File: src/rfs_pkg.sv
/*
 * rfs_pkg: shared constants for the receive loopback and status block.
 * Assumes a 32-bit APB register bus with one aligned word per register.
 */
package rfs_pkg;

   // register data width and word count width
   localparam int unsigned REG_W   = 16;
   localparam int unsigned CNT_W   = 16;
   localparam int unsigned APB_AW  = 12;
   localparam int unsigned APB_DW  = 32;
   localparam int unsigned NUM_REG = 4;

   // byte addresses
   localparam logic [APB_AW-1:0] OFS_RXSTAT = 12'h000;
   localparam logic [APB_AW-1:0] OFS_DCFG2  = 12'h004;
   localparam logic [APB_AW-1:0] OFS_EOBT   = 12'h008;
   localparam logic [APB_AW-1:0] OFS_DESC   = 12'h00c;

   // one-hot select indexes
   localparam int unsigned SEL_RXSTAT = 0;
   localparam int unsigned SEL_DCFG2  = 1;
   localparam int unsigned SEL_EOBT   = 2;
   localparam int unsigned SEL_DESC   = 3;

   // status flag bit positions
   localparam int unsigned FLAG_W      = 9;
   localparam int unsigned BIT_OK      = 0;
   localparam int unsigned BIT_LOOPED  = 1;
   localparam int unsigned BIT_ALIGN   = 2;
   localparam int unsigned BIT_FCS     = 3;
   localparam int unsigned BIT_COL     = 4;
   localparam int unsigned BIT_CARRIER = 5;
   localparam int unsigned BIT_FINAL   = 6;
   localparam int unsigned BIT_BCAST   = 7;
   localparam int unsigned BIT_GROUP   = 8;

   // loopback select field
   localparam int unsigned LOOP_LSB = 9;
   localparam int unsigned LOOP_W   = 2;
   localparam int unsigned FILT_W   = 5;
   localparam int unsigned XCVR_BIT = 6;

   // flags refreshed at each packet start
   localparam logic [FLAG_W-1:0] CLR_MASK = 9'h1cf;

   // reset values
   localparam logic [LOOP_W-1:0] LOOP_RST = 2'h0;
   localparam logic [REG_W-1:0]  DCFG_RST = 16'h0000;
   localparam logic [CNT_W-1:0]  EOBT_RST = 16'h0000;
   localparam logic [FLAG_W-1:0] FLAG_RST = 9'h000;

   typedef enum logic [LOOP_W-1:0] {
      LOOP_NONE = 2'h0,
      LOOP_MAC  = 2'h1,
      LOOP_CODE = 2'h2,
      LOOP_XCVR = 2'h3
   } rfs_loop_t;

   typedef enum logic [2:0] {
      ST_IDLE = 3'h1,
      ST_RECV = 3'h2,
      ST_POST = 3'h4
   } rfs_state_t;

endpackage

File: src/rfs_apb.sv
/*
 * rfs_apb: APB slave front end; decodes the address, times the answer.
 * Assumes a compliant APB master; the register file lives in the parent.
 */
`timescale 1ns/100ps
module rfs_apb
(
   input  wire logic                            clk_i,
   input  wire logic                            rst_n_i,
   input  wire logic                            psel_i,
   input  wire logic                            penable_i,
   input  wire logic                            pwrite_i,
   input  wire logic [rfs_pkg::APB_AW-1:0]      paddr_i,
   input  wire logic [rfs_pkg::APB_DW-1:0]      rdata_i,
   output logic      [rfs_pkg::NUM_REG-1:0]     sel_o,
   output logic                                 wr_o,
   output logic                                 pready_o,
   output logic                                 pslverr_o,
   output logic      [rfs_pkg::APB_DW-1:0]      prdata_o
);

   logic                        setup;
   logic                        next_pready;
   logic                        next_pslverr;
   logic [rfs_pkg::APB_DW-1:0]  next_prdata;

   always_comb
   begin
      sel_o = '0;
      sel_o[rfs_pkg::SEL_RXSTAT] = (paddr_i == rfs_pkg::OFS_RXSTAT);
      sel_o[rfs_pkg::SEL_DCFG2]  = (paddr_i == rfs_pkg::OFS_DCFG2);
      sel_o[rfs_pkg::SEL_EOBT]   = (paddr_i == rfs_pkg::OFS_EOBT);
      sel_o[rfs_pkg::SEL_DESC]   = (paddr_i == rfs_pkg::OFS_DESC);
   end

   // answer is prepared in setup so pready and data come from flops
   assign setup = psel_i & ~penable_i;
   assign wr_o  = psel_i & penable_i & pready_o & pwrite_i & (|sel_o);

   always_comb
   begin
      next_pready  = setup;
      next_pslverr = setup & ~(|sel_o);
      next_prdata  = prdata_o;
      if (setup)
      begin
         next_prdata = (pwrite_i || !(|sel_o)) ? '0 : rdata_i;
      end
   end

   always_ff @(posedge clk_i)
   begin
      if (!rst_n_i)
      begin
         pready_o  <= 1'b0;
         pslverr_o <= 1'b0;
         prdata_o  <= '0;
      end
      else
      begin
         pready_o  <= next_pready;
         pslverr_o <= next_pslverr;
         prdata_o  <= next_prdata;
      end
   end

endmodule

File: src/rfs_top.sv
/*
 * rfs_top: receive loopback selection and per-packet receive status.
 * Assumes a receive engine that pulses start and end of each packet,
 * holds the packet qualifiers valid with the end pulse, and reports
 * the remaining buffer word count after the packet is buffered.
 */
// Design decisions made here: the APB interface to the registers and the placing of the registers.
`timescale 1ns/100ps

// Function
// - two-bit loopback select picks normal, MAC, coder or transceiver path
// - group address flag set for accepted multicast packets
// - all-stations flag set for accepted broadcast packets
// - final packet flag set for accepted packets when remaining words at or below threshold
// - carrier activity flag follows carrier sense
// - collision flag set when collision seen during reception
// - fcs error flag set on bad check sequence unless misaligned too
// - misalign flag set only when misframed and check sequence bad
// - looped packet flag set when looped packet received without error
// - received-ok flag set only without fcs, align, runt or collision error
// - flags 8 to 6 and 3 to 0 clear at start of next packet
// - accepted packet gets full register copy as descriptor status
module rfs_top
#(
   parameter int unsigned CNT_W = rfs_pkg::CNT_W
)
(
   input  wire logic                         clk_i,
   input  wire logic                         rst_n_i,
   input  wire logic                         psel_i,
   input  wire logic                         penable_i,
   input  wire logic                         pwrite_i,
   input  wire logic [rfs_pkg::APB_AW-1:0]   paddr_i,
   input  wire logic [rfs_pkg::APB_DW-1:0]   pwdata_i,
   input  wire logic [3:0]                   pstrb_i,
   output logic      [rfs_pkg::APB_DW-1:0]   prdata_o,
   output logic                              pready_o,
   output logic                              pslverr_o,
   input  wire logic                         rx_start_i,
   input  wire logic                         rx_end_i,
   input  wire logic                         rx_accept_i,
   input  wire logic                         rx_group_i,
   input  wire logic                         rx_bcast_i,
   input  wire logic                         rx_fcs_bad_i,
   input  wire logic                         rx_misalign_i,
   input  wire logic                         rx_runt_i,
   input  wire logic                         rx_col_i,
   input  wire logic                         carrier_activity_i,
   input  wire logic [CNT_W-1:0]             remaining_word_count_i,
   output logic      [rfs_pkg::LOOP_W-1:0]   loop_mode_o,
   output logic                              xcvr_loop_o,
   output logic      [rfs_pkg::REG_W-1:0]    desc_status_o,
   output logic                              desc_valid_o
);

   localparam int unsigned RW = rfs_pkg::REG_W;
   localparam int unsigned FW = rfs_pkg::FLAG_W;
   localparam int unsigned LW = rfs_pkg::LOOP_W;

   // bus front end
   logic [rfs_pkg::NUM_REG-1:0]  sel;
   logic                         wr;
   logic [rfs_pkg::APB_DW-1:0]   rdata;

   // register file
   logic [LW-1:0]     loop_sel;
   logic [LW-1:0]     next_loop_sel;
   logic [RW-1:0]     data_config_two;
   logic [RW-1:0]     next_data_config_two;
   logic [CNT_W-1:0]  end_of_buffer_threshold;
   logic [CNT_W-1:0]  next_end_of_buffer_threshold;

   // status flags and packet tracking
   logic [FW-1:0]     flags;
   logic [FW-1:0]     next_flags;
   logic              col_seen;
   logic              next_col_seen;
   logic              acc_q;
   logic              next_acc_q;
   rfs_pkg::rfs_state_t state;
   rfs_pkg::rfs_state_t next_state;

   // registered outputs
   logic              next_xcvr_loop;
   logic [RW-1:0]     next_desc_status;
   logic              next_desc_valid;

   // packet verdict terms
   logic              end_evt;
   logic              col_any;
   logic              bad_fcs;
   logic              bad_align;
   logic              good;
   logic              final_in_area;
   logic [RW-1:0]     status_word;

   rfs_apb u_apb
   (
      .clk_i     (clk_i),
      .rst_n_i   (rst_n_i),
      .psel_i    (psel_i),
      .penable_i (penable_i),
      .pwrite_i  (pwrite_i),
      .paddr_i   (paddr_i),
      .rdata_i   (rdata),
      .sel_o     (sel),
      .wr_o      (wr),
      .pready_o  (pready_o),
      .pslverr_o (pslverr_o),
      .prdata_o  (prdata_o)
   );

   // byte-lane merge of a 16-bit register
   function automatic logic [RW-1:0] merge16
   (
      input logic [RW-1:0]              old_v,
      input logic [rfs_pkg::APB_DW-1:0] wd,
      input logic [3:0]                 strb
   );
      logic [RW-1:0] v;
      v = old_v;
      if (strb[0])
      begin
         v[7:0] = wd[7:0];
      end
      if (strb[1])
      begin
         v[15:8] = wd[15:8];
      end
      return v;
   endfunction

   // filter enable bits are outside this block and read as zero
   assign status_word = {{rfs_pkg::FILT_W{1'b0}}, loop_sel, flags};

   always_comb
   begin
      rdata = '0;
      case (1'b1)
         sel[rfs_pkg::SEL_RXSTAT]:
         begin
            rdata[RW-1:0] = status_word;
         end
         sel[rfs_pkg::SEL_DCFG2]:
         begin
            rdata[RW-1:0] = data_config_two;
         end
         sel[rfs_pkg::SEL_EOBT]:
         begin
            rdata[CNT_W-1:0] = end_of_buffer_threshold;
         end
         sel[rfs_pkg::SEL_DESC]:
         begin
            rdata[RW-1:0] = desc_status_o;
         end
         default:
         begin
            rdata = '0;
         end
      endcase
   end

   // software writes
   always_comb
   begin
      next_loop_sel                = loop_sel;
      next_data_config_two         = data_config_two;
      next_end_of_buffer_threshold = end_of_buffer_threshold;
      if (wr && sel[rfs_pkg::SEL_RXSTAT] && pstrb_i[1])
      begin
         next_loop_sel = pwdata_i[rfs_pkg::LOOP_LSB +: LW];
      end
      if (wr && sel[rfs_pkg::SEL_DCFG2])
      begin
         next_data_config_two = merge16(data_config_two, pwdata_i, pstrb_i);
      end
      if (wr && sel[rfs_pkg::SEL_EOBT])
      begin
         next_end_of_buffer_threshold =
            merge16(end_of_buffer_threshold, pwdata_i, pstrb_i);
      end
   end

   always_ff @(posedge clk_i)
   begin
      if (!rst_n_i)
      begin
         loop_sel                <= rfs_pkg::LOOP_RST;
         data_config_two         <= rfs_pkg::DCFG_RST;
         end_of_buffer_threshold <= rfs_pkg::EOBT_RST;
      end
      else
      begin
         loop_sel                <= next_loop_sel;
         data_config_two         <= next_data_config_two;
         end_of_buffer_threshold <= next_end_of_buffer_threshold;
      end
   end

   // packet sequencing
   always_comb
   begin
      next_state = state;
      case (state)
         rfs_pkg::ST_IDLE:
         begin
            if (rx_start_i)
            begin
               next_state = rfs_pkg::ST_RECV;
            end
         end
         rfs_pkg::ST_RECV:
         begin
            if (rx_end_i)
            begin
               next_state = rfs_pkg::ST_POST;
            end
         end
         rfs_pkg::ST_POST:
         begin
            next_state = rx_start_i ? rfs_pkg::ST_RECV : rfs_pkg::ST_IDLE;
         end
         default:
         begin
            next_state = rfs_pkg::ST_IDLE;
         end
      endcase
   end

   assign end_evt = (state == rfs_pkg::ST_RECV) && rx_end_i;
   assign col_any = col_seen | rx_col_i;
   // misframing counts only with bad fcs
   assign bad_align = rx_fcs_bad_i & rx_misalign_i;
   assign bad_fcs = rx_fcs_bad_i & ~rx_misalign_i;
   assign good = ~rx_fcs_bad_i & ~rx_runt_i & ~col_any;
   assign final_in_area =
      (remaining_word_count_i <= end_of_buffer_threshold);

   always_comb
   begin
      next_flags    = flags;
      next_col_seen = col_seen;
      next_acc_q    = acc_q;
      next_flags[rfs_pkg::BIT_CARRIER] = carrier_activity_i;
      if (rx_start_i)
      begin
         next_flags    = next_flags & ~rfs_pkg::CLR_MASK;
         next_col_seen = 1'b0;
      end
      if ((state == rfs_pkg::ST_RECV) && rx_col_i)
      begin
         next_col_seen = 1'b1;
      end
      // end-of-packet results are applied after the clear, so they win
      if (end_evt)
      begin
         next_acc_q = rx_accept_i;
         if (rx_accept_i && rx_group_i)
         begin
            next_flags[rfs_pkg::BIT_GROUP] = 1'b1;
         end
         if (rx_accept_i && rx_bcast_i)
         begin
            next_flags[rfs_pkg::BIT_BCAST] = 1'b1;
         end
         if (rx_accept_i && final_in_area)
         begin
            next_flags[rfs_pkg::BIT_FINAL] = 1'b1;
         end
         next_flags[rfs_pkg::BIT_COL] = col_any;
         if (bad_fcs)
         begin
            next_flags[rfs_pkg::BIT_FCS] = 1'b1;
         end
         if (bad_align)
         begin
            next_flags[rfs_pkg::BIT_ALIGN] = 1'b1;
         end
         if (good && (loop_sel != rfs_pkg::LOOP_NONE))
         begin
            next_flags[rfs_pkg::BIT_LOOPED] = 1'b1;
         end
         if (good)
         begin
            next_flags[rfs_pkg::BIT_OK] = 1'b1;
         end
      end
   end

   always_ff @(posedge clk_i)
   begin
      if (!rst_n_i)
      begin
         state    <= rfs_pkg::ST_IDLE;
         flags    <= rfs_pkg::FLAG_RST;
         col_seen <= 1'b0;
         acc_q    <= 1'b0;
      end
      else
      begin
         state    <= next_state;
         flags    <= next_flags;
         col_seen <= next_col_seen;
         acc_q    <= next_acc_q;
      end
   end

   // outputs toward the datapath and descriptor writer
   always_comb
   begin
      next_desc_status = desc_status_o;
      next_desc_valid  = 1'b0;
      // transceiver path needs config-two bit too
      next_xcvr_loop = (loop_sel == rfs_pkg::LOOP_XCVR) &&
                       data_config_two[rfs_pkg::XCVR_BIT];
      // copy whole register for accepted packet
      if ((state == rfs_pkg::ST_POST) && acc_q)
      begin
         next_desc_status = status_word;
         next_desc_valid  = 1'b1;
      end
   end

   always_ff @(posedge clk_i)
   begin
      if (!rst_n_i)
      begin
         loop_mode_o   <= rfs_pkg::LOOP_RST;
         xcvr_loop_o   <= 1'b0;
         desc_status_o <= '0;
         desc_valid_o  <= 1'b0;
      end
      else
      begin
         loop_mode_o   <= next_loop_sel;
         xcvr_loop_o   <= next_xcvr_loop;
         desc_status_o <= next_desc_status;
         desc_valid_o  <= next_desc_valid;
      end
   end

endmodule

File: config.mk
export PLATFORM = sky130hd
export DESIGN_NAME = rfs_top
export DESIGN_NICKNAME = d
export VERILOG_FILES = /design/src/rfs_pkg.sv /design/src/rfs_apb.sv /design/src/rfs_top.sv
export SDC_FILE = /design/constraint.sdc
export NUM_CORES = 1
export LEC_CHECK = 0
export BUFFER_PORTS_ARGS = -buffer_cell sky130_fd_sc_hd__buf_2
export CAP_MARGIN = 20
export CELL_PAD_IN_SITES_DETAIL_PLACEMENT = 1
export CELL_PAD_IN_SITES_GLOBAL_PLACEMENT = 2
export CORE_UTILIZATION = 28
export DETAILED_ROUTE_END_ITERATION = 6
export GPL_ROUTABILITY_DRIVEN = 0
export GPL_TIMING_DRIVEN = 0
export HOLD_SLACK_MARGIN = 0.05
export MAX_ROUTING_LAYER = met4
export PLACE_DENSITY = 0.9
export SLEW_MARGIN = 40
export SYNTH_ARGS = -nofsm -noshare
export SYNTH_HDL_FRONTEND = slang
export SYNTH_SLANG_ARGS = --single-unit
export TNS_END_PERCENT = 30
File: constraint.sdc
create_clock -name clk_i -period 1.9 [get_ports clk_i]
set_input_delay 0.38 -clock clk_i [delete_from_list [all_inputs] [get_ports clk_i]]
set_output_delay 0.38 -clock clk_i [all_outputs]
set_load 0.03 [all_outputs]
**Word-level counts from Yosys, hierarchy flattened**

Cells that the tools add are included.

- Bits of input ports: 79
- Logic and storage cells: 88
- Flip-flop bits (word level): 95

- Bitwise gates (word level): 17
- Order comparisons: 1
- Reductions and logical operators: 23
- Muxes and demuxes: 22
- Equal/unequal tests: 9

Operator list:

| kind | number |
|---|---|
| 16-bit two-way mux | 4 |
| 12-bit by 4-bit equality test with 1-bit output, second input constant | 2 |
| 16-bit less-or-equal comparator | 1 |
| 12-bit by 3-bit equality test with 1-bit output, second input constant | 1 |
| 1-bit logical AND | 12 |
| 12-bit zero test | 1 |
| 11-bit two-way mux | 1 |
| 1-bit bitwise AND | 10 |
| 1-bit two-way mux | 10 |
| 2-bit AND reduction | 5 |
| 3-bit two-way mux | 3 |
| 9-bit two-way mux | 1 |
| 3-bit case mux with 3 select lines | 1 |
| 1-bit inverter | 6 |
| 5-bit two-way mux | 1 |
| 2-bit inequality test, second input constant | 2 |
| 2-bit nonzero test | 2 |
| 4-bit OR reduction | 1 |
| 3-bit by 1-bit equality test with 1-bit output, second input constant | 1 |
| 3-bit by 2-bit equality test with 1-bit output, second input constant | 1 |
| 3-bit equality test, second input constant | 1 |
| 2-bit equality test, second input constant | 1 |
| 2-bit two-way mux | 1 |
| 1-bit zero test | 1 |
| other kinds (2) | 2 |

**Longest topological paths before layout**

- Depth in word-level cells: 6
- Mapped depth: 6

**Hierarchy**

Synthesis repeated with hierarchy kept, for this count alone.

- Cells, all modules: 471
- Area, all modules: 4,369.2 um2

By module, submodules not included:

| module | times used | area an instance (um2) | sequential area each (um2) | cells an instance |
|---|---|---|---|---|
| rfs_top | 1 | 3,218.1 | 1,221.2 | 380 |
| rfs_apb | 1 | 1,151.1 | 680.7 | 91 |

**Worst setup path after synthesis**

No wires, ideal clock.

- Kind: register to register
- From: reg u_apb.pready_o
- To: reg end_of_buffer_threshold[0]
- Slack: 343 ps
- Library setup time: 70 ps
- Data required time: 1,830 ps
- Path buffers: 0
- Cell stages (with the launch flop): 5
- Data arrival time: 1,486 ps
- Cell sequence: dfxtp_1 nand4_2 nor4_4 nand3_1 a21oi_1

- Cells in the longest elaborated chain, start to end: 5

Ends and longest elaborated chain:

| element | RTL line | RTL |
|---|---|---|
| from (decl) | rfs_apb.sv:17 | `output logic pready_o,` |
| from (signal assigned) | rfs_apb.sv:61 | `pready_o <= next_pready;` |
| 1-bit bitwise AND (3 in series) | rfs_apb.sv:38 | `assign wr_o = psel_i & penable_i & pready_o & pwrite_i & (\|sel_o);` |
| 1-bit logical AND | rfs_top.sv:177 | `if (wr && sel[rfs_pkg::SEL_EOBT])` |
| 2-bit AND reduction (no line) | -- |  |
| to (signal assigned) | rfs_top.sv:190 | `end_of_buffer_threshold <= rfs_pkg::EOBT_RST;` |
| to (signal assigned) | rfs_top.sv:196 | `end_of_buffer_threshold <= next_end_of_buffer_threshold;` |
| to (decl) | rfs_top.sv:70 | `logic [CNT_W-1:0] end_of_buffer_threshold;` |

Every way passes these cells.
A chain may end at the register's enable or synchronous reset.

**Final worst setup path**

- From: reg u_apb.pready_o
- To: reg end_of_buffer_threshold[6]

The elaborated chain is that of the path after synthesis.

==> impl_metrics.env <==
export IMPL_async_flop_share_pct=0
export IMPL_cts_tree="done"
export IMPL_core_area_sq_mm=0.0139
export IMPL_postSynthAreaPerCell_sq_um=8.35
export IMPL_cts_inserted_buffers=9
export IMPL_cts_sinks=79
export IMPL_end_kind="flip-flop"
export IMPL_finalSetupViolCount=0
export IMPL_synthCells=478
export IMPL_outcome="completed"
export IMPL_cp_start_kind="flip-flop"
export IMPL_synth_ff_type="dfxtp_1"
export IMPL_seq_area_frac_synth_pct=39.6
export IMPL_clock_skew_ns=0.00948
export IMPL_synth_top_family_by_area="compound AO/OA/AOI/OAI gates"
export IMPL_dieArea_sq_mm=0.0147
export IMPL_start_util_pct=28.7
export IMPL_yosys_warnings=0
export IMPL_wl_met1_um=6080
export IMPL_fmax_mhz=580
export IMPL_p_per_area_mw_per_mm2=812
export IMPL_yosysMostFrequentCell="dfxtp_1"
export IMPL_syn_to_final_growth_pct=28.2
export IMPL_gr_total_overflow=0
export IMPL_rsz0062_at_grt="no"
export IMPL_finalCritPeriodShare_pct=90.8
export IMPL_die_y_um=121
export IMPL_vias_per_cell=5.09
export IMPL_route_met3_wl_um=556
export IMPL_synth_top_area_share_pct=39.6
export IMPL_placementRows=43
export IMPL_synth_edf_count=0
export IMPL_synth_seq_cells=79
export IMPL_synthXorXnorAreaFrac_pct=0
export IMPL_grt_pass1_wl_um=21700
export IMPL_firstDrtPassIters=4
export IMPL_num_vias=3998
export IMPL_cts_setup_buffers=0
export IMPL_drt_iter0_markers=227
export IMPL_cp_data_arrival_time_ns=1.98
export IMPL_grt_usage_pct=20.0
export IMPL_io_pins=133
export IMPL_synthMuxAreaShare_pct=1.00
export IMPL_dr_wl_met2_um=7080
export IMPL_finalCriticalPeriod_ns=1.73
export IMPL_hold_path_class="in2reg"
export IMPL_synth_compound_area_share_pct=23.8
export IMPL_nets=696
export IMPL_path_clk_slew_ns=0.06
export IMPL_cts_buffer_depth=2
export IMPL_crit_type="reg2reg"
export IMPL_synth_area_top_cells="dfxtp_1, o31ai_1, a21oi_1"
export IMPL_synth_top_cell_by_area="dfxtp_1"
export IMPL_synth_simple_area_share_pct=20.7
export IMPL_crit_path_max_fanout=8
export IMPL_fillCellCount=1703
export IMPL_grt_antenna_before_repair=0
export IMPL_place_hpwl_um=11100
export IMPL_hold_violations=0
export IMPL_leakagePower_nw=2.04
export IMPL_root_buffer="clkbuf_16"
export IMPL_maxCapViolCount=0
export IMPL_top_layer="met4"
export IMPL_worstMarginPinSlew_ns=0.659
export IMPL_wirelength_um=14000
export IMPL_grt_pass1_vias=4190
export IMPL_grt_max_degree=14
export IMPL_synth_commonest_cells="dfxtp_1, nand2_1, a21oi_1, o31ai_1, nand3_1"
export IMPL_slew_headroom_pct=56.0
export IMPL_setup_tns_ns=0
export IMPL_wire_per_inst_um=17.8
export IMPL_drive_above_1_share_pct=26.2
export IMPL_synth_cell_area_sq_mm=0.00399
export IMPL_insertion_delay_ns=0.34
export IMPL_slew_viol_final=0
export IMPL_yosysUniqueCellTypes=43
export IMPL_p_total_mw=4.16
export IMPL_vdd_drop_max_mv=0.403
export IMPL_antenna_cells=0
export IMPL_synth_fa_ha_area_share_pct=5.02
export IMPL_drt_drc_violations_left=0
export IMPL_io_buffers=92
export IMPL_htree_num_levels=3
export IMPL_ant_nets=0
export IMPL_cp_required_ns=2.15
export IMPL_die_w_um=121
## logic make-up (layout without fill, tap and decap cells)
| group | Yosys count | count (layout) |
|---|---|---|
| simple gates | 158 | 158 |
| compound gates | 145 | 145 |
| flops | 79 | 79 |
| buf+inv | 75 | 183 |
| fa+ha+maj | 16 | 16 |
| mux | 4 | 4 |
| other cells | 1 | 21 |
## worst max-delay path: stages, from the launching register on
cell and delay (ns):
dfxtp_1 0.36, nand4_2 0.32, nor4_4 0.59, nand3_1 0.17
a21oi_1 0.20
## where the power goes
group | switching, mW | internal (mW)
Clock | 0.691 | 1.41
Combinational | 0.251 | 0.128
Sequential | 0.00649 | 1.66
## through the flow
stage | util (%) | cells | worst slack, ns | hold WS, ns | instance area [sq um]
finish | 36.9 | 786 | 0.175 | 0.252 | 5120
detailed placement | 34.2 | 770 | -0.351 | 0.452 | 4750
floorplan | - | 498 | 0.343 | 0.432 | 4070
CTS | 36.8 | 786 | 0.00344 | 0.244 | 5110
global placement | 34.2 | 770 | -0.269 | 0.449 | 4750
global route | 36.9 | 786 | 0.0611 | 0.252 | 5120
## metal layers
layer / vias to the layer above / global-route usage, %
met1: 1953 / 22.9
met2: 102 / 34.8
li1: 1923 / -
met5: - / -
met3: 20 / 3.85
met4: 0 / 6.64
## what timing repair did
item / in CTS / in global routing
hold buffers: 0 / 0
resized for setup: 0 / 1
endpoints found under the setup margin: 0 / 10
## placed cells by master, fill, tap and decap left out, types with 19 or more instances in the layout
master    netlist  routed
clkbuf_1       18      19
inv_1          21      21
conb_1          1      21
dfxtp_1        79      79
nand3_1        34      34
buf_2           8     100
buf_4          24      24
nand2_1        56      56
o31ai_1        38      38
a21oi_1        52      51
nor2_1         31      31
o21ai_0        19      19
## path summary, 6_finish.rpt
kind                      startpoint                    endpoint  slack (ns)  depth (start not counted)
setup / recovery      u_apb.pready_o  end_of_buffer_threshold[6]        0.17                          4
hold / removal    carrier_activity_i                    flags[5]        0.25                          2
setup reg to reg      u_apb.pready_o  end_of_buffer_threshold[6]        0.17                          4
hold reg to reg    u_apb.prdata_o[0]           u_apb.prdata_o[0]        0.46                          2
## registers in the layout (all words and copies together), names as in the netlist
| register | flops |
|---|---|
| data_config_two | 16 |
| end_of_buffer_threshold | 16 |
| u_apb.prdata_o | 16 |
| desc_status_o | 11 |
| flags | 9 |
| state | 3 |
| loop_mode_o | 2 |
| acc_q | 1 |
| col_seen | 1 |
| desc_valid_o | 1 |
| u_apb.pready_o | 1 |
| u_apb.pslverr_o | 1 |
| xcvr_loop_o | 1 |
## cell type report
cell class	instances	area, sq um	area share (%)
sequential	79	1580	30.9
multi-input combinational	344	2100	41.0
buffer	51	299	5.84
tap	180	225	4.40
inverter	24	90.1	1.76
clock inverter	6	133	2.59
timing repair buffer	92	460	9.00
clock buffer	10	229	4.48
Note: power is estimated with default switching activity, not from simulation.
